$ cat src/evs_regs.svh
// Register offsets, field positions, reset values and sizes of the event unit
`ifndef EVS_REGS_SVH
`define EVS_REGS_SVH

// ****************************************************************
// Register byte offsets
// ****************************************************************
`define EVS_OFF_STAT_SEL    12'h000
`define EVS_OFF_STAT_TOTAL  12'h004
`define EVS_OFF_STAT_CLEAR  12'h008
`define EVS_OFF_NOTIFY_EN   12'h00C
`define EVS_OFF_EDGE_SEL    12'h010
`define EVS_OFF_CTRL        12'h014
`define EVS_OFF_INFO_SEL    12'h018
`define EVS_OFF_INFO_IDENT  12'h01C
`define EVS_OFF_INFO_DATA   12'h020
`define EVS_OFF_INFO_TIME   12'h024

// ****************************************************************
// Sizes, fields and reset values
// ****************************************************************
`define EVS_NUM_EVT         18
`define EVS_NUM_STAT        17
`define EVS_NUM_PIN         4
`define EVS_OVF_IDX         17
`define EVS_IDX_W           5
`define EVS_CTRL_DEFER_BIT  0
`define EVS_NOTIFY_RST      18'h00000
`define EVS_EDGE_RST        8'hFF
`define EVS_IDENT_BASE      32'h0000_9000
`define EVS_EDGE_RISE       2'h1
`define EVS_EDGE_FALL       2'h2
`define EVS_EDGE_ANY        2'h3

`endif

$ cat src/evs_pkg.sv
// Types shared by the event and statistics unit
package evs_pkg;

	// Message sender states, one-hot
	typedef enum logic [1:0] {
		EVS_MS_IDLE = 2'h1,
		EVS_MS_SEND = 2'h2
	} evs_msg_state_t;

	// Pin edge choice
	typedef logic [1:0] evs_edge_t;

endpackage

$ cat src/evs_pin_watch.sv
// Input pin synchroniser with selectable edge event
`include "evs_regs.svh"
module evs_pin_watch
	import evs_pkg::*;
(
	// Clock and reset
	input  wire logic      pclk,
	input  wire logic      presetn,
	// Pin and edge choice
	input  wire logic      pin_async,
	input  evs_edge_t      edge_sel,
	// Event strobe
	output logic           change_evt
);

	// ****************************************************************
	// Three-stage synchroniser
	// ****************************************************************
	logic s1_r;     // First stage, read only by s2_r
	logic s2_r;     // Second stage
	logic s3_r;     // Third stage
	logic level_r;  // Accepted pin level
	logic change_r; // Registered event strobe

	// Shift the pin through three flops
	always_ff @(posedge pclk or negedge presetn) begin
		if (!presetn) begin
			s1_r <= 1'b0;
			s2_r <= 1'b0;
			s3_r <= 1'b0;
		end else begin
			s1_r <= pin_async;
			s2_r <= s1_r;
			s3_r <= s2_r;
		end
	end

	// ****************************************************************
	// Accepted level and edge event
	// ****************************************************************
	// A change counts once stages two and three agree
	always_ff @(posedge pclk or negedge presetn) begin
		if (!presetn) begin
			level_r  <= 1'b0;
			change_r <= 1'b0;
		end else begin
			change_r <= 1'b0;
			if (s2_r == s3_r && s3_r != level_r) begin
				level_r <= s3_r;
				// Rising, falling or either edge per line
				if (s3_r) begin
					change_r <= edge_sel[0];
				end else begin
					change_r <= edge_sel[1];
				end
			end
		end
	end

	assign change_evt = change_r;

	// Rising edge with rising enabled gives one strobe next cycle
	property p_pin_rise;
		@(posedge pclk) disable iff (!presetn)
		(s2_r && s3_r && !level_r && edge_sel[0]) |=> change_evt;
	endproperty
	a_pin_rise: assert property (p_pin_rise)
		else $error("rising pin edge gave no event");

endmodule

$ cat src/evs_top.sv
// Event source, notification sender and occurrence statistics
//
// Overview of operation
// Selector chooses which source count is shown
// Selected source occurrence total is readable
// Clear write zeroes only selected counter
// Events for capture begin and finish
// Frame begin event at exposure delay start
// Frame finish event at frame end
// Accepted frame trigger raises event
// Refused frame trigger: no frame, event raised
// Dropped image raises event
// Refused undeferred line trigger raises event
// Deferred line trigger raises event
// Input pins a-d change events
// Output pins c-f pulse start events
// Each event type has fixed readable ident
// Timestamp captured when event is raised
// Each event type has readable data word
// Per-type notify enable; disabled sends nothing
// Pin event edge chosen per line
// Overrun disables all types, raises overrun event; the overrun type itself stays enabled
// Counters count always and saturate
`include "evs_regs.svh"
module evs_top
	import evs_pkg::*;
#(
	parameter int CNT_W = 32, // Occurrence counter width
	parameter int TS_W  = 32  // Timestamp width
) (
	// Clock and reset
	input  wire logic         pclk,
	input  wire logic         presetn,
	// APB slave
	input  wire logic         psel,
	input  wire logic         penable,
	input  wire logic         pwrite,
	input  wire logic [11:0]  paddr,
	input  wire logic [31:0]  pwdata,
	output logic [31:0]       prdata,
	output logic              pready,
	output logic              pslverr,
	// Event strobes from camera logic
	input  wire logic         capture_begin_evt,
	input  wire logic         capture_finish_evt,
	input  wire logic         frame_begin_evt,
	input  wire logic         frame_finish_evt,
	input  wire logic         frame_dropped_evt,
	// Triggers
	input  wire logic         frame_trig,
	input  wire logic         line_trig,
	input  wire logic         trig_permitted,
	output logic              frame_acq_start,
	output logic              line_acq_start,
	// Pins
	input  wire logic [3:0]   input_pin,
	input  wire logic [3:0]   out_pin_pulse,
	// Notification channel
	output logic              msg_valid,
	input  wire logic         msg_ready,
	output logic [31:0]       msg_ident,
	output logic [31:0]       msg_payload,
	output logic [TS_W-1:0]   msg_time
);

	localparam int NE = `EVS_NUM_EVT;
	localparam int NS = `EVS_NUM_STAT;

	// ****************************************************************
	// Storage
	// ****************************************************************
	logic [4:0]             stat_source_select_r; // Statistic selector
	logic [NE-1:0]          notify_enable_r;      // Per-type enables
	logic [7:0]             pin_edge_select_r;    // Two bits per pin
	logic                   defer_en_r;           // Line trigger deferral
	logic [4:0]             info_sel_r;           // Info readback index
	logic [TS_W-1:0]        ts_r;                 // Free running time
	logic [CNT_W-1:0]       cnt_r [NS];           // Occurrence totals
	logic [TS_W-1:0]        time_r [NE];          // Last event time
	logic [31:0]            data_r [NE];          // Last event data
	logic [NE-1:0]          pend_r;               // Awaiting send
	logic                   hold_r;               // Deferred line trig
	logic [3:0]             out_q_r;              // Pulse level history
	logic [3:0]             pin_evt;              // Pin change strobes
	logic [NE-1:0]          ev;                   // All event strobes
	logic [NE-1:0]          sent;                 // Sent this cycle
	logic                   ovf;                  // Send overrun
	logic [4:0]             msg_idx_r;            // Index being sent
	evs_msg_state_t         ms_r;                 // Sender state
	logic                   wr_acc;               // APB write access
	logic                   rd_setup;             // APB read setup
	logic                   clr_stat;             // Clear command

	// ****************************************************************
	// Event sources
	// ****************************************************************
	// Input pin watchers
	genvar gp;
	generate
		for (gp = 0; gp < `EVS_NUM_PIN; gp++) begin : g_pin
			evs_pin_watch u_pin (
				.pclk       (pclk),
				.presetn    (presetn),
				.pin_async  (input_pin[gp]),
				.edge_sel   (pin_edge_select_r[2*gp +: 2]),
				.change_evt (pin_evt[gp])
			);
		end
	endgenerate

	// Gather the strobes in source order
	always_comb begin
		ev      = '0;
		ev[0]   = capture_begin_evt;
		ev[1]   = capture_finish_evt;
		ev[2]   = frame_begin_evt;
		ev[3]   = frame_finish_evt;
		ev[4]   = frame_trig & trig_permitted;
		ev[5]   = frame_trig & ~trig_permitted;
		ev[6]   = frame_dropped_evt;
		ev[7]   = line_trig & ~trig_permitted & ~defer_en_r;
		ev[8]   = line_trig & ~trig_permitted & defer_en_r;
		ev[12:9]  = pin_evt;
		ev[16:13] = out_pin_pulse & ~out_q_r;
		ev[`EVS_OVF_IDX] = ovf;
	end

	// Trigger outcome and output pulse history
	always_ff @(posedge pclk or negedge presetn) begin
		if (!presetn) begin
			frame_acq_start <= 1'b0;
			line_acq_start  <= 1'b0;
			hold_r          <= 1'b0;
			out_q_r         <= 4'h0;
		end else begin
			out_q_r         <= out_pin_pulse;
			// Refused frame triggers start nothing
			frame_acq_start <= frame_trig & trig_permitted;
			line_acq_start  <= trig_permitted & (line_trig | hold_r);
			// Postpone refused line trigger; a new one wins over release
			if (ev[8]) begin
				hold_r <= 1'b1;
			end else if (trig_permitted) begin
				hold_r <= 1'b0;
			end
		end
	end

	// Timestamp base
	always_ff @(posedge pclk or negedge presetn) begin
		if (!presetn) begin
			ts_r <= '0;
		end else begin
			ts_r <= ts_r + 1'b1;
		end
	end

	// ****************************************************************
	// Occurrence counters, times and data
	// ****************************************************************
	genvar gc;
	generate
		for (gc = 0; gc < NE; gc++) begin : g_evt
			// Time and data of the latest occurrence
			always_ff @(posedge pclk or negedge presetn) begin
				if (!presetn) begin
					time_r[gc] <= '0;
					data_r[gc] <= 32'h0;
				end else if (ev[gc]) begin
					time_r[gc] <= ts_r;
					if (gc == `EVS_OVF_IDX) begin
						data_r[gc] <= 32'(notify_enable_r);
					end else begin
						data_r[gc] <= 32'(ts_r);
					end
				end
			end
			if (gc < NS) begin : g_cnt
				// Count always; clear and count together leave one
				always_ff @(posedge pclk or negedge presetn) begin
					if (!presetn) begin
						cnt_r[gc] <= '0;
					end else if (clr_stat && stat_source_select_r == gc) begin
						cnt_r[gc] <= CNT_W'(ev[gc]);
					end else if (ev[gc] && ~&cnt_r[gc]) begin
						cnt_r[gc] <= cnt_r[gc] + 1'b1;
					end
				end
			end
		end
	endgenerate

	// ****************************************************************
	// Notification sender
	// ****************************************************************
	// Same type again before its last one left means overrun
	assign ovf  = |(ev[NS-1:0] & pend_r[NS-1:0] & notify_enable_r[NS-1:0]
		& ~sent[NS-1:0]);
	assign sent = (ms_r == EVS_MS_SEND && msg_ready) ?
		(NE'(1) << msg_idx_r) : '0;

	// Pending set by enabled events only
	always_ff @(posedge pclk or negedge presetn) begin
		if (!presetn) begin
			pend_r <= '0;
		end else begin
			pend_r <= (pend_r & ~sent) | (ev & notify_enable_r);
		end
	end

	// Pick lowest pending type, hold the message until taken
	always_ff @(posedge pclk or negedge presetn) begin
		if (!presetn) begin
			ms_r        <= EVS_MS_IDLE;
			msg_idx_r   <= 5'h0;
			msg_ident   <= 32'h0;
			msg_payload <= 32'h0;
			msg_time    <= '0;
		end else begin
			case (ms_r)
				EVS_MS_IDLE: begin
					for (int i = NE - 1; i >= 0; i--) begin
						if (pend_r[i]) begin
							msg_idx_r   <= 5'(i);
							msg_ident   <= `EVS_IDENT_BASE + 32'(i);
							msg_payload <= data_r[i];
							msg_time    <= time_r[i];
							ms_r        <= EVS_MS_SEND;
						end
					end
				end
				EVS_MS_SEND: begin
					if (msg_ready) begin
						ms_r <= EVS_MS_IDLE;
					end
				end
				default: begin
					ms_r <= EVS_MS_IDLE;
				end
			endcase
		end
	end

	assign msg_valid = (ms_r == EVS_MS_SEND);

	// ****************************************************************
	// APB registers
	// ****************************************************************
	assign wr_acc   = psel & penable & pwrite;
	assign rd_setup = psel & ~penable & ~pwrite;
	assign clr_stat = wr_acc && paddr == `EVS_OFF_STAT_CLEAR;
	assign pready   = 1'b1;

	// Unmapped offset answers with an error
	always_comb begin
		pslverr = psel & penable;
		if (paddr == `EVS_OFF_STAT_SEL || paddr == `EVS_OFF_STAT_TOTAL
			|| paddr == `EVS_OFF_STAT_CLEAR || paddr == `EVS_OFF_NOTIFY_EN
			|| paddr == `EVS_OFF_EDGE_SEL || paddr == `EVS_OFF_CTRL
			|| paddr == `EVS_OFF_INFO_SEL || paddr == `EVS_OFF_INFO_IDENT
			|| paddr == `EVS_OFF_INFO_DATA
			|| paddr == `EVS_OFF_INFO_TIME) begin
			pslverr = 1'b0;
		end
	end

	// Writable controls; overrun clearing of enables wins
	always_ff @(posedge pclk or negedge presetn) begin
		if (!presetn) begin
			stat_source_select_r <= 5'h0;
			notify_enable_r      <= `EVS_NOTIFY_RST;
			pin_edge_select_r    <= `EVS_EDGE_RST;
			defer_en_r           <= 1'b0;
			info_sel_r           <= 5'h0;
		end else begin
			if (wr_acc) begin
				if (paddr == `EVS_OFF_STAT_SEL) begin
					stat_source_select_r <= pwdata[4:0];
				end else if (paddr == `EVS_OFF_NOTIFY_EN) begin
					notify_enable_r <= pwdata[NE-1:0];
				end else if (paddr == `EVS_OFF_EDGE_SEL) begin
					pin_edge_select_r <= pwdata[7:0];
				end else if (paddr == `EVS_OFF_CTRL) begin
					defer_en_r <= pwdata[`EVS_CTRL_DEFER_BIT];
				end else if (paddr == `EVS_OFF_INFO_SEL) begin
					info_sel_r <= pwdata[4:0];
				end
			end
			if (ovf) begin
				notify_enable_r[NS-1:0] <= '0;
			end
		end
	end

	// Read data captured in setup phase
	always_ff @(posedge pclk or negedge presetn) begin
		if (!presetn) begin
			prdata <= 32'h0;
		end else if (rd_setup) begin
			prdata <= 32'h0;
			if (paddr == `EVS_OFF_STAT_SEL) begin
				prdata <= 32'(stat_source_select_r);
			end else if (paddr == `EVS_OFF_STAT_TOTAL) begin
				if (stat_source_select_r < 5'(NS)) begin
					prdata <= 32'(cnt_r[stat_source_select_r]);
				end
			end else if (paddr == `EVS_OFF_NOTIFY_EN) begin
				prdata <= 32'(notify_enable_r);
			end else if (paddr == `EVS_OFF_EDGE_SEL) begin
				prdata <= 32'(pin_edge_select_r);
			end else if (paddr == `EVS_OFF_CTRL) begin
				prdata <= 32'(defer_en_r);
			end else if (paddr == `EVS_OFF_INFO_SEL) begin
				prdata <= 32'(info_sel_r);
			end else if (info_sel_r < 5'(NE)) begin
				if (paddr == `EVS_OFF_INFO_IDENT) begin
					prdata <= `EVS_IDENT_BASE + 32'(info_sel_r);
				end else if (paddr == `EVS_OFF_INFO_DATA) begin
					prdata <= data_r[info_sel_r];
				end else if (paddr == `EVS_OFF_INFO_TIME) begin
					prdata <= 32'(time_r[info_sel_r]);
				end
			end
		end
	end

	// ****************************************************************
	// Checks
	// ****************************************************************
	property p_frame_accept;
		@(posedge pclk) disable iff (!presetn)
		(frame_trig && trig_permitted) |=> frame_acq_start;
	endproperty
	a_frame_accept: assert property (p_frame_accept)
		else $error("accepted frame trigger started no frame");

	property p_frame_refuse;
		@(posedge pclk) disable iff (!presetn)
		(frame_trig && !trig_permitted) |=> !frame_acq_start
			&& (cnt_r[5] != $past(cnt_r[5]) || &$past(cnt_r[5]));
	endproperty
	a_frame_refuse: assert property (p_frame_refuse)
		else $error("refused frame trigger mishandled");

	property p_clear;
		@(posedge pclk) disable iff (!presetn)
		(clr_stat && stat_source_select_r == 5'h0 && !ev[0])
			|=> cnt_r[0] == '0;
	endproperty
	a_clear: assert property (p_clear)
		else $error("selected total not cleared");

	property p_count;
		@(posedge pclk) disable iff (!presetn)
		(ev[1] && !clr_stat && !(&cnt_r[1]))
			|=> cnt_r[1] == $past(cnt_r[1]) + 1'b1;
	endproperty
	a_count: assert property (p_count)
		else $error("occurrence not counted");

	property p_overrun;
		@(posedge pclk) disable iff (!presetn)
		ovf |=> notify_enable_r[NS-1:0] == '0 ##1 msg_valid [*1] or
			notify_enable_r[NS-1:0] == '0 ##[1:40] msg_valid;
	endproperty
	a_overrun: assert property (p_overrun)
		else $error("overrun left enables set or no message");

	property p_defer;
		@(posedge pclk) disable iff (!presetn)
		(line_trig && !trig_permitted && defer_en_r) ##1 trig_permitted
			|=> line_acq_start;
	endproperty
	a_defer: assert property (p_defer)
		else $error("deferred line trigger never released");

	property p_time;
		@(posedge pclk) disable iff (!presetn)
		ev[0] |=> time_r[0] == $past(ts_r);
	endproperty
	a_time: assert property (p_time)
		else $error("timestamp not captured");

	property p_hold;
		@(posedge pclk) disable iff (!presetn)
		(msg_valid && !msg_ready) |=> msg_valid && $stable(msg_ident)
			&& $stable(msg_time);
	endproperty
	a_hold: assert property (p_hold)
		else $error("message changed before taken");

	property p_disabled;
		@(posedge pclk) disable iff (!presetn)
		(ev[2] && !notify_enable_r[2] && !pend_r[2]) |=> !pend_r[2];
	endproperty
	a_disabled: assert property (p_disabled)
		else $error("disabled type queued a message");

endmodule

$ cat config.mk
export PLATFORM = sky130hd
export DESIGN_NAME = evs_top
export DESIGN_NICKNAME = d
export VERILOG_FILES = /design/src/evs_pkg.sv /design/src/evs_pin_watch.sv /design/src/evs_top.sv
export VERILOG_INCLUDE_DIRS = /design/src
export SDC_FILE = /design/constraint.sdc
export NUM_CORES = 2
export LEC_CHECK = 0
export BUFFER_PORTS_ARGS = -buffer_cell sky130_fd_sc_hd__buf_2
export CAP_MARGIN = 25
export CORE_ASPECT_RATIO = 0.6
export CORE_MARGIN = 3
export CORE_UTILIZATION = 42
export CTS_CLUSTER_DIAMETER = 120
export DETAILED_ROUTE_END_ITERATION = 6
export PLACE_DENSITY_LB_ADDON = 0.3
export SLEW_MARGIN = 20
export SYNTH_ARGS = -nofsm -noshare
export SYNTH_HDL_FRONTEND = slang
export SYNTH_HIERARCHICAL = 1
export SYNTH_SLANG_ARGS = --single-unit
$ cat constraint.sdc
create_clock -name pclk -period 3.2 [get_ports pclk]
set_clock_uncertainty 0.1 [all_clocks]
set_input_delay 0.32 -clock pclk [delete_from_list [all_inputs] [get_ports pclk]]
set_output_delay 0.32 -clock pclk [all_outputs]
set_load 0.05 [all_outputs]
==> flow_summary.toml <==
[status]
outcome = "complete, but fails checks"
violations = "DRC, hold timing"

[global_routing]
grt_use_total_pct = 31.6
grt_max_degree = 128
grt_pass1_wl_um = 435000
grt_pass1_vias = 61300
antenna_found_initial = 26
grt_overflow_total = 0

[cells_and_area]
area_growth_pct = 14.7
multi_input_area_um2 = 39200
nFillCells = 16023
layout_common_cells = "dfrtp_1 (1319), nand2_1 (1220), nor2_1 (584)"
drive_above_1_share_pct = 20.0
register_area_um2 = 34000
final_common_cell = "dfrtp_1"
final_nets = 8015
fin_cells = 10405

[setup_path]
path_cells = "buf_12 -> buf_4 -> mux4_2 -> mux2_2 -> a221oi_1 -> o31ai_1"
worstPathArrival_ns = 3.73
path_max_fanout = 33
setup.worst_path.end_class = "register"
r2r_cells = 6
cp_slowest_cell = "a221oi_1"
worst_ep_required_time_ns = 3.74
start_kind = "register"
critPathKind = "reg2reg"
regToRegSetupSlack_ns = 0.008
max_stage_delay_ns = 0.73

[cts]
post-cts-setup-buffers = 0
cts_tree = "built"
cts-htree-levels = 4
clockBufferDepth = 4
cts_root_buffer = "clkbuf_16"
clock-sinks = 1356
cts_buffers = 145
path_clk_slew_ns = 0.07
clock_latency_ns = 0.83

[floorplanning]
coreArea_um2 = 177000
initial_core_util_pct = 42.7
num_rows = 119
fp.dieW_um = 554
io_pins = 199
die_h_um = 335
die_area_um2 = 185000

[placed_design]
place_congestion = 1.00
port_buffers = 158
pre_cts_slack_ns = -0.315
dp.cells = 10108
dpl.hpwl_um = 215000

[timing]
slew_headroom_pct = 23.7
finalSetupViolCount = 0
fin_crit_ns = 3.19
finalCritPeriodShare_pct = 99.7
finalSetupTns_ns = 0
max_clock_freq_mhz = 313
worst_pin_slew_ns = 1.14
slew_violations = 0
rsz0062_at_grt = "false"
setup_ws_ns = 0.00847
finalHoldViolations = 8
hold_slack_ns = -0.00745

[hold_path]
min_path_type = "in2async"

[yosys]
synth_edf_count = 0
syn-cell-area_um2 = 75600
yosysWarnings = 6
ys.flop_type = "dfrtp_1"
yosysSeqAreaShare_pct = 44.9
synthArstFlopShare_pct = 100
avgSynthCellArea_um2 = 9.81
synth_cell_types = 89
synth_cells = 7702
ys_seq_elements = 1356

[power]
finalPower_mw = 46.1
leakagePower_nw = 36.8
powerDensity_nw_per_um2 = 532
ir_drop_mv = 0.880

[detailed_routing]
drtPass1Iterations = 7
avgViaCountPerCell = 6.36
drc = 12
drt_iter0_markers = 9526
post_drt_wl_per_cell_um = 28.8
num_vias = 66193
ant_nets = 0
routed_wirelength_um = 300000

[flow_run]
cap_violations = 0
logic make-up after synthesis:
kind of cell	Yosys count	share of synthesized area (%)
other	2	0.00994
AO/OA/AOI/OAI	1335	11.3
buffers and inverters	696	3.64
multiplexers	771	15.2
XOR/XNOR	441	5.11
flip-flops	1356	44.9
adder cells (fa/ha/maj)	22	0.358
AND/OR/NAND/NOR	3079	19.4
worst max-delay path, delay by kind of cell (launching register included):
kind | cells | cell delay [ns]
compound gates | 2 | 0.88
buf+inv | 2 | 0.56
mux | 2 | 0.98
flops | 1 | 0.45
cell usage after synthesis (all sizes together), types with 27 or more instances:
cell type	n	area (um^2)
mux4	261	5880
nand2	1222	4590
nor4	60	405
and3	100	626
nor2b	74	463
dfrtp	1347	33700
xnor2	232	2030
and4	72	631
nand4	162	1010
mux2i	106	1060
and2	53	332
nor3	165	868
xor2	209	1830
o22a	65	569
a21o	28	210
nor2	588	2210
o211ai	41	322
o21ai	327	1640
or4	27	203
a311oi	27	236
o31ai	27	223
buf	141	668
nand2b	36	225
a22o	50	438
inv	131	492
clkbuf	424	1590
a211oi	58	435
a21oi	454	2270
mux2	404	4550
a2111oi	31	273
nand3b	88	661
or3	85	532
nand3	281	1410
cell type report:
type | instances | share of cell area, %
diodes | 14 | 0.0404
clock buffers | 190 | 4.74
clock inverters | 58 | 0.827
inverters | 131 | 0.567
multi-input cells | 5674 | 45.2
flip-flops and latches | 1356 | 39.2
well taps | 2359 | 3.41
repair buffers | 623 | 6.00
layer usage:
metal	routed length, um	GRT usage [%]
met1	132000	48.9
met2	110000	38.8
met3	49300	13.9
met4	8580	8.55
met5	144	0.506
report_power, final:
part	total [mW]	switching [mW]	internal, mW
Sequential	19.8	1.49	18.3
Combinational	8.63	5.87	2.75
Clock	17.7	7.39	10.3
state kept, by name (all words and copies together), names as in the netlist, 5 cells and up:
register              cells
pin_edge_select_r         8
time_r                   32
ts_r                     32
msg_time                 32
msg_payload              32
stat_source_select_r      5
data_r                  562
cnt_r                   544
notify_enable_r          18
info_sel_r                5
pend_r                   18
prdata                   32
stage by stage:
stage               util, %  hold WS, ns  cell area [um^2]
finish                 48.9     -0.00745             86700
global route           48.9       0.0192             86600
CTS                    48.9   0.00000533             86600
detailed placement     46.0        0.166             81400
global placement       46.0        0.156             81400
floorplan                 -      -0.0756             75700
worst paths after layout:
path	end	from
hold reg to reg	g_pin[0].u_pin/s2_r	g_pin[0].u_pin/s1_r
setup / recovery	prdata[13]	stat_source_select_r[0]
max in group asynchronous	cnt_r[430]	presetn
min in group pclk	g_pin[2].u_pin/s1_r	input_pin[2]
hold / removal	data_r[44]	presetn
setup reg to reg	prdata[13]	stat_source_select_r[0]
repair_timing:
item,4_1_cts,5_1_grt
cloned,0,0
gates resized for setup,2,5
setup endpoints to repair,1,34
hold buffers,35,0
hold endpoints to repair,846,0
Note: power is estimated with default switching activity, not from simulation.
